===== src/hw/i2c_port_defs.vh =====
// constants for the two-wire host port of the four-core decoder
`ifndef I2C_PORT_DEFS_VH
`define I2C_PORT_DEFS_VH
`define ADDR_PREFIX      5'h17
`define DIR_WRITE        1'b0
`define DIR_READ         1'b1
`define REG_WRITE_SEL    8'hFE
`define REG_READ_SEL     8'hFF
`define SEL_CLEAR        4'h0
`define SEL_RESET        4'h0
`define CORE_SEL_W       4
`define BIT_LAST         3'h7
`define BIT_FIRST        3'h0
`define STRETCH_MAX      8'hFF
`define STRAP_SETTLE     2'h2
`endif


===== src/hw/i2c_slave_core_select_port.v =====
// two-wire slave host port routing register writes and reads to four decoder cores
// What this block does
// - answer bus address 10111 followed by the two select pin levels
// - catch select pins after reset release, keep address until next reset
// - slave only: never start, never drive clock as master
// - handle bit rates up to 400 kbit/s
// - change data only while clock low, stable while high
// - data fall with clock high is start, data rise is stop
// - eight-bit bytes, msb first, each followed by acknowledge, any count
// - write: start, address dir 0, sub-address, data, each acked, stop
// - sub-address names first register of a written block
// - read: address dir 1, then data from previous sub-address
// - write-select bits pick which cores receive writes
// - read-select bits pick which core answers reads
// - several read-select bits set: lowest-numbered core serves
// - writing either select register clears the other to zero
// - hold clock low while the core needs time
`timescale 1ns/1ps
`include "i2c_port_defs.vh"
module i2c_slave_core_select_port (
  input  wire       ref_clk_i,
  input  wire       rstn_i,
  input  wire       scl_i,
  output wire       scl_o,
  output wire       scl_oe_o,
  input  wire       sda_i,
  output wire       sda_o,
  output wire       sda_oe_o,
  input  wire       addr_select_pin0_i,
  input  wire       addr_select_pin1_i,
  output reg  [3:0] core_wr_en_o,
  output reg  [7:0] core_addr_o,
  output reg  [7:0] core_wdata_o,
  output reg  [3:0] core_rd_en_o,
  input  wire [7:0] core0_rdata_i,
  input  wire [7:0] core1_rdata_i,
  input  wire [7:0] core2_rdata_i,
  input  wire [7:0] core3_rdata_i,
  input  wire       core_busy_i,
  output wire [3:0] write_select_o,
  output wire [3:0] read_select_o
);
  localparam ST_IDLE = 3'h0;
  localparam ST_ADDR = 3'h1;
  localparam ST_SUB  = 3'h2;
  localparam ST_WDAT = 3'h3;
  localparam ST_RDAT = 3'h4;
  localparam ST_MACK = 3'h5;

  wire scl_s, scl_rise, scl_fall;
  wire sda_s, sda_rise, sda_fall;
  wire start_det, stop_det;

  reg  [2:0] state_r;
  reg  [2:0] bit_r;
  reg  [7:0] shift_r;
  reg        ack_phase_r;
  reg        ack_drive_r;
  reg        rd_drive_r;
  reg        rd_bit_r;
  reg  [7:0] ptr_r;
  reg  [7:0] rdata_r;
  reg  [3:0] wr_sel_r;
  reg  [3:0] rd_sel_r;
  reg  [6:0] dev_addr_r;
  reg        strap_done_r;
  reg  [1:0] pin_meta_r;
  reg  [1:0] pin_sync_r;
  reg        stretch_r;
  reg  [1:0] strap_cnt_r;
  reg        skip_fall_r;

  // ****************************************************************
  // pin sampling
  // ****************************************************************
  bus_line_sync scl_sync (
    .ref_clk_i (ref_clk_i),
    .rstn_i    (rstn_i),
    .line_i    (scl_i), // 8+ clocks per phase even at 400 kbit/s
    .level_o   (scl_s),
    .rise_o    (scl_rise),
    .fall_o    (scl_fall)
  );

  bus_line_sync sda_sync (
    .ref_clk_i (ref_clk_i),
    .rstn_i    (rstn_i),
    .line_i    (sda_i),
    .level_o   (sda_s),
    .rise_o    (sda_rise),
    .fall_o    (sda_fall)
  );

  // conditions on data while clock high
  assign start_det = sda_fall & scl_s;
  assign stop_det  = sda_rise & scl_s;

  // ****************************************************************
  // address strap
  // ****************************************************************
  // strap pins synchronised; caught once both flops hold real pin levels
  always @(posedge ref_clk_i or negedge rstn_i) begin
    if (!rstn_i) begin
      pin_meta_r   <= 2'h0;
      pin_sync_r   <= 2'h0;
      strap_done_r <= 1'b0;
      strap_cnt_r  <= 2'h0;
      dev_addr_r   <= 7'h00;
    end else begin
      pin_meta_r <= {addr_select_pin1_i, addr_select_pin0_i};
      pin_sync_r <= pin_meta_r;
      if (!strap_done_r) begin
        if (strap_cnt_r == `STRAP_SETTLE) begin
          strap_done_r <= 1'b1; // held until the next reset
          dev_addr_r   <= {`ADDR_PREFIX, pin_sync_r};
        end else begin
          strap_cnt_r <= strap_cnt_r + 2'h1;
        end
      end
    end
  end

  // ****************************************************************
  // read data choice
  // ****************************************************************
  // lowest set bit wins so a careless multi-bit select still yields one core
  function [7:0] pick_rdata;
    input [3:0] sel;
    input [7:0] d0;
    input [7:0] d1;
    input [7:0] d2;
    input [7:0] d3;
    begin
      if (sel[0])      pick_rdata = d0;
      else if (sel[1]) pick_rdata = d1;
      else if (sel[2]) pick_rdata = d2;
      else if (sel[3]) pick_rdata = d3;
      else             pick_rdata = 8'h00;
    end
  endfunction

  function [3:0] lowest_bit;
    input [3:0] sel;
    begin
      lowest_bit = sel & (~sel + 4'h1);
    end
  endfunction

  // global selects read back from this port, not from a core
  always @* begin
    if (ptr_r == `REG_WRITE_SEL)
      rdata_r = {4'h0, wr_sel_r};
    else if (ptr_r == `REG_READ_SEL)
      rdata_r = {4'h0, rd_sel_r};
    else
      rdata_r = pick_rdata(rd_sel_r, core0_rdata_i, core1_rdata_i,
                           core2_rdata_i, core3_rdata_i);
  end

  // ****************************************************************
  // protocol engine
  // ****************************************************************
  // sda only moves on a clock fall so it is settled before the high phase
  always @(posedge ref_clk_i or negedge rstn_i) begin
    if (!rstn_i) begin
      state_r      <= ST_IDLE;
      bit_r        <= `BIT_FIRST;
      shift_r      <= 8'h00;
      ack_phase_r  <= 1'b0;
      ack_drive_r  <= 1'b0;
      rd_drive_r   <= 1'b0;
      rd_bit_r     <= 1'b1;
      ptr_r        <= 8'h00;
      wr_sel_r     <= `SEL_RESET;
      rd_sel_r     <= `SEL_RESET;
      core_wr_en_o <= 4'h0;
      core_rd_en_o <= 4'h0;
      core_addr_o  <= 8'h00;
      core_wdata_o <= 8'h00;
      stretch_r    <= 1'b0;
      skip_fall_r  <= 1'b0;
    end else begin
      core_wr_en_o <= 4'h0;
      core_rd_en_o <= 4'h0;
      core_addr_o  <= ptr_r; // cores see the pointer so read data is ready
      // hold clock low after a byte while any core is still digesting
      if (stretch_r && !core_busy_i)
        stretch_r <= 1'b0;
      if (start_det) begin
        state_r     <= ST_ADDR; // repeated start allowed
        skip_fall_r <= 1'b1;
        bit_r       <= `BIT_FIRST;
        ack_phase_r <= 1'b0;
        ack_drive_r <= 1'b0;
        rd_drive_r  <= 1'b0;
      end else if (stop_det) begin
        state_r     <= ST_IDLE;
        ack_drive_r <= 1'b0;
        rd_drive_r  <= 1'b0;
        stretch_r   <= 1'b0;
      end else if (state_r != ST_IDLE && scl_rise) begin
        if (!ack_phase_r && state_r != ST_RDAT) begin
          shift_r <= {shift_r[6:0], sda_s}; // msb first
        end else if (ack_phase_r && state_r == ST_MACK) begin
          // master nack ends the read burst
          state_r <= sda_s ? ST_IDLE : ST_RDAT;
        end
      end else if (state_r != ST_IDLE && scl_fall) begin
        if (skip_fall_r) begin
          skip_fall_r <= 1'b0; // fall closing a start carries no bit
        end else if (ack_phase_r) begin
          // master clocked the ack; release and start next byte
          ack_phase_r <= 1'b0;
          ack_drive_r <= 1'b0;
          bit_r       <= `BIT_FIRST;
          if (state_r == ST_RDAT) begin
            rd_drive_r <= 1'b1;
            rd_bit_r   <= rdata_r[7];
            shift_r    <= {rdata_r[6:0], 1'b0};
            core_addr_o <= ptr_r;
            core_rd_en_o <= lowest_bit(rd_sel_r);
            ptr_r      <= ptr_r + 8'h01;
          end else if (state_r == ST_MACK) begin
            state_r <= ST_IDLE;
          end
        end else if (state_r == ST_RDAT) begin
          if (bit_r == `BIT_LAST) begin
            rd_drive_r  <= 1'b0;
            ack_phase_r <= 1'b1;
            state_r     <= ST_MACK;
          end else begin
            bit_r    <= bit_r + 3'h1;
            rd_bit_r <= shift_r[7];
            shift_r  <= {shift_r[6:0], 1'b0};
          end
        end else if (bit_r == `BIT_LAST) begin
          ack_phase_r <= 1'b1;
          case (state_r)
            ST_ADDR: begin
              if (shift_r[7:1] == dev_addr_r) begin
                ack_drive_r <= 1'b1;
                state_r     <= (shift_r[0] == `DIR_READ) ? ST_RDAT : ST_SUB;
              end else begin
                state_r     <= ST_IDLE;
                ack_phase_r <= 1'b0;
              end
            end
            ST_SUB: begin
              ack_drive_r <= 1'b1;
              ptr_r       <= shift_r;
              state_r     <= ST_WDAT;
            end
            ST_WDAT: begin
              ack_drive_r <= 1'b1;
              ptr_r       <= ptr_r + 8'h01;
              if (ptr_r == `REG_WRITE_SEL) begin
                wr_sel_r <= shift_r[3:0];
                rd_sel_r <= `SEL_CLEAR;
              end else if (ptr_r == `REG_READ_SEL) begin
                rd_sel_r <= shift_r[3:0];
                wr_sel_r <= `SEL_CLEAR;
              end else begin
                core_addr_o  <= ptr_r;
                core_wdata_o <= shift_r;
                core_wr_en_o <= wr_sel_r; // parallel write
                stretch_r    <= |wr_sel_r; // no selected core, nobody to wait
              end
            end
            default: begin
              state_r <= ST_IDLE;
            end
          endcase
        end else begin
          bit_r <= bit_r + 3'h1;
        end
      end
    end
  end

  // ****************************************************************
  // open-drain pins
  // ****************************************************************
  // only ever pulls low; no start generation, clock only for stretch
  assign scl_o    = 1'b0;
  assign scl_oe_o = stretch_r & ~scl_s;
  assign sda_o    = 1'b0;
  assign sda_oe_o = ack_drive_r | (rd_drive_r & ~rd_bit_r);

  assign write_select_o = wr_sel_r;
  assign read_select_o  = rd_sel_r;
endmodule


===== src/hw/bus_line_sync.v =====
// two-flop synchroniser with edge detection for the serial clock and data pins
`timescale 1ns/1ps
module bus_line_sync (
  input  wire ref_clk_i,
  input  wire rstn_i,
  input  wire line_i,
  output reg  level_o,
  output wire rise_o,
  output wire fall_o
);
  reg meta_r;
  reg prev_r;

  // first flop feeds only the second; bus idles high so reset to one
  always @(posedge ref_clk_i or negedge rstn_i) begin
    if (!rstn_i) begin
      meta_r  <= 1'b1;
      level_o <= 1'b1;
      prev_r  <= 1'b1;
    end else begin
      meta_r  <= line_i;
      level_o <= meta_r;
      prev_r  <= level_o;
    end
  end

  assign rise_o = level_o & ~prev_r;
  assign fall_o = ~level_o & prev_r;
endmodule


===== config.mk =====
export PLATFORM = sky130hd
export DESIGN_NAME = i2c_slave_core_select_port
export DESIGN_NICKNAME = d
export VERILOG_FILES = /design/src/hw/i2c_slave_core_select_port.v /design/src/hw/bus_line_sync.v
export VERILOG_INCLUDE_DIRS = /design/src /design/src/hw
export SDC_FILE = /design/constraint.sdc
export NUM_CORES = 1
export LEC_CHECK = 0
export ABC_AREA = 0
export BUFFER_PORTS_ARGS = -buffer_cell sky130_fd_sc_hd__buf_2
export CORE_MARGIN = 3
export CORE_UTILIZATION = 50
export CTS_CLUSTER_DIAMETER = 120
export DETAILED_ROUTE_END_ITERATION = 7
export PLACE_DENSITY = 0.82
export SYNTH_ARGS = -nofsm -noshare
export SYNTH_HDL_FRONTEND = slang
export SYNTH_SLANG_ARGS = --single-unit
export TNS_END_PERCENT = 100

===== constraint.sdc =====
create_clock -name ref_clk_i -period 2.3 [get_ports ref_clk_i]
set_clock_uncertainty 0.2 [all_clocks]
set_input_delay 0.46 -clock ref_clk_i [delete_from_list [all_inputs] [get_ports ref_clk_i]]
set_output_delay 0.46 -clock ref_clk_i [all_outputs]
set_load 0.02 [all_outputs]

==> metrics.csv <==
stage;metric;value;unit
sta;max_slew_margin;64.7;%
layout;nFillCells;601;
pwr;ir_worst_vdd;0.404;mV
logic_synthesis;synth_area_leaders;dfrtp_1 45%, dfstp_2 4.8%, nand2_1 3.3%, mux2_2 3.3%, a21oi_1 3.2%;
sta;layout_setup_ws;27.7;ps
clock_tree;root_buffer;clkbuf_8;
worst_hold_path;worstHoldStart;pin_meta_r[0];
status;outcome;complete, no violations;
grt;grt_pass1_wl;16.3;mm
layout;layout_commonest_cell;buf_2;
die;io_pins;75;
logic_synthesis;synth.distinct_cells;65;
sta;whs;150;ps
logic_synthesis;synth_area;3810;sq um
worst_setup_path;cp_max_fo;7;
worst_setup_path;r2r_end;shift_r[1];
worst_setup_path;critical_path.max_stage_delay;440;ps
worst_setup_path;critPathKind;flip-flop to flip-flop;
detailed_routing;drtAntennaViolNets;0;
worst_setup_path;worstReg2RegStart;ptr_r[0];
layout;drive_above_1_share;35.9;%
sta;max_freq;440;MHz
pwr;power_density;645;nW/um^2
worst_setup_path;r2r_slack;30;ps
die;start_util;52.0;%
clock_tree;cts_buffer_depth;2;
grt;grt_pass1_vias;3319;
worst_setup_path;cp_slowest_cell;dfrtp_1;
detailed_routing;viasPerCell;5.81;
worst_setup_path;critPathBufInv;0;
layout;instances_no_fill;589;
detailed_routing;wire_per_inst;17.2;um
worst_setup_path;endpoint_kind;flip-flop;
worst_hold_path;hold_depth;0;
logic_synthesis;synth_warnings;0;
clock_tree;cts.sinks;76;
clock_tree;cts_tree;yes;
die;num_rows;31;
placed_design;io_buffers;72;
detailed_routing;drtIter0Drc;364;
placed_design;pre_cts_slack;-11.1;ps
logic_synthesis;synthArstFlopShare;100;%
placed_design;dp.cells;564;
placed_design;gp_congestion;0.934;
worst_hold_path;min_to;pin_sync_r[0];
die;die_y;93.3;um
sta;tightest_slew;525;ps
logic_synthesis;ys.flop_type;dfrtp_1;
worst_setup_path;required;2330;ps
clock_tree;cts.htree.levels;3;
logic_synthesis;avgSynthCellArea;10.1;sq um
logic_synthesis;yosysSeqAreaShare;50.1;%
layout;diodes;0;
layout;layout_common_cells;71 x buf_2, 68 x dfrtp_1, 42 x buf_4;
layout;final_nets;529;
logic_synthesis;syn_inst;377;
grt;grt_antenna_before_repair;0;
logic_synthesis;yosys_register_bits;76;
worst_hold_path;hp-class;flip-flop to flip-flop;
worst_setup_path;crit_chain;ha_1 > and3_1 > and2_1 > o211a_1 > o32ai_1 > o21ai_1;
logic_synthesis;synth_top_area_cell;dfrtp_1;
grt;grt_overflow;0;
sta;finalHoldViolations;0;
worst_setup_path;cp.arrival;2300;ps
worst_setup_path;cp_top_family;compound AO/OA/AOI/OAI gates;
worst_setup_path;cp.depth;6;
die;die_x;93.3;um
grt;groute.usage.overall;24.0;%
job;max_cap_violations;0;
logic_synthesis;synth_edf_count;0;
detailed_routing;first_pass_iters;5;
sta;period_minus_slack;2270;ps
clock_tree;worstSkewPairLatency;360;ps
clock_tree;path_clk_slew;90;ps
sta;finalSetupViolCount;0;
grt;grt_max_degree;41;
layout;area_growth;26.0;%
detailed_routing;route.detailed.drc;0;
logic_synthesis;synth_top_area_share;45.3;%
clock_tree;cts_buffers;9;
detailed_routing;vias;3424;
detailed_routing;wl;10.1;mm
placed_design;dp_hpwl;7.35;mm
worst_setup_path;start_kind;flip-flop;
worst_setup_path;reg2reg_depth;6;
die;die_area;8700;sq um
pwr;leakagePower;2.36;nW
die;core;7330;sq um
sta;fin_crit_sh;98.8;%
sta;maxSlewViolCount;0;
-- through the flow --
| step | utilization [%] | area (sq um) | power (W) | setup TNS [ps] |
|---|---|---|---|---|
| 3_3_place_gp | 61.2 | 4480 | 0.00210 | 0 |
| 5_1_grt | 65.5 | 4800 | 0.00325 | -269 |
| 4_1_cts | 64.7 | 4740 | 0.00309 | 0 |
| 6_report | 65.5 | 4800 | 0.00310 | 0 |
| 3_5_place_dp | 61.2 | 4480 | 0.00213 | -11.6 |
| 2_1_floorplan | - | 3810 | 0.00187 | 0 |
-- repair_timing --
item / CTS / global route
setup buffers: 2 / 1
gates resized for setup: 3 / 16
pin swaps: 0 / 0
setup endpoints to repair: 3 / 22
hold endpoints to repair: 36 / 0
cloned: 0 / 1
hold buffers: 5 / 0
-- logic make-up (layout without fill, tap and decap cells) --
group	after synthesis	count (layout)	share of synthesized area, %
other	1	2	0.0984
buffers and inverters	33	145	4.17
and+or+nand+nor	128	128	18.0
muxes	13	13	3.78
xor gates and xnor gates	5	5	1.15
AOI/OAI and AO/OA	116	116	21.1
adders and majority gates	5	5	1.64
DFF	76	76	50.1
-- synth_stat cells (all sizes together), types with 8 or more instances --
| cell type | number |
|---|---|
| clkbuf | 16 |
| dfrtp | 69 |
| nor2 | 21 |
| buf | 9 |
| nor2b | 11 |
| inv | 8 |
| o21ai | 26 |
| a21oi | 25 |
| nand2 | 33 |
| mux2 | 11 |
| a22oi | 10 |
| nor3 | 10 |
-- layer usage --
layer  part of all wire (%)  track usage (%)  vias to the layer above
met5                      0                0                        -
met3                    8.4             3.62                       29
met1                     43             32.2                     1608
met4                    2.1             9.28                        0
met2                     47             39.2                      190
li1                       -                -                     1597
-- layout make-up --
cell class	instances	area, sq um	share of cell area [%]
clock buffers	9	124	2.58
clock inverters	7	56.3	1.17
well taps	99	124	2.58
flip-flops and latches	76	1910	39.8
repair buffers	121	763	15.9
multi-input cells	269	1790	37.3
inverters	8	30.0	0.625
-- flip-flops by register name (all words and copies together) (netlist names), 2 cells and up --
register        count
read_select_o       4
shift_r             8
pin_sync_r          2
pin_meta_r          2
core_addr_o         8
strap_cnt_r         2
bit_r               3
state_r             3
ptr_r               8
core_rd_en_o        4
core_wdata_o        8
write_select_o      4
core_wr_en_o        4
dev_addr_r          3
-- report_power, final --
part           internal, W  switching, W
Sequential         0.00143      0.000134
Combinational     0.000263      0.000314
Clock             0.000409      0.000545
-- worst max path at each step --
stage	start	endpoint	slack, ps
2_1_floorplan	bit_r[0]	shift_r[3]	90
3_3_place_gp	state_r[1]	shift_r[1]	60
3_5_place_dp	state_r[1]	shift_r[2]	-10
4_1_cts	bit_r[0]	shift_r[2]	10
5_1_grt	ptr_r[0]	shift_r[1]	-70
6_report	ptr_r[0]	shift_r[1]	30
Power figures use the tool's default switching activity.
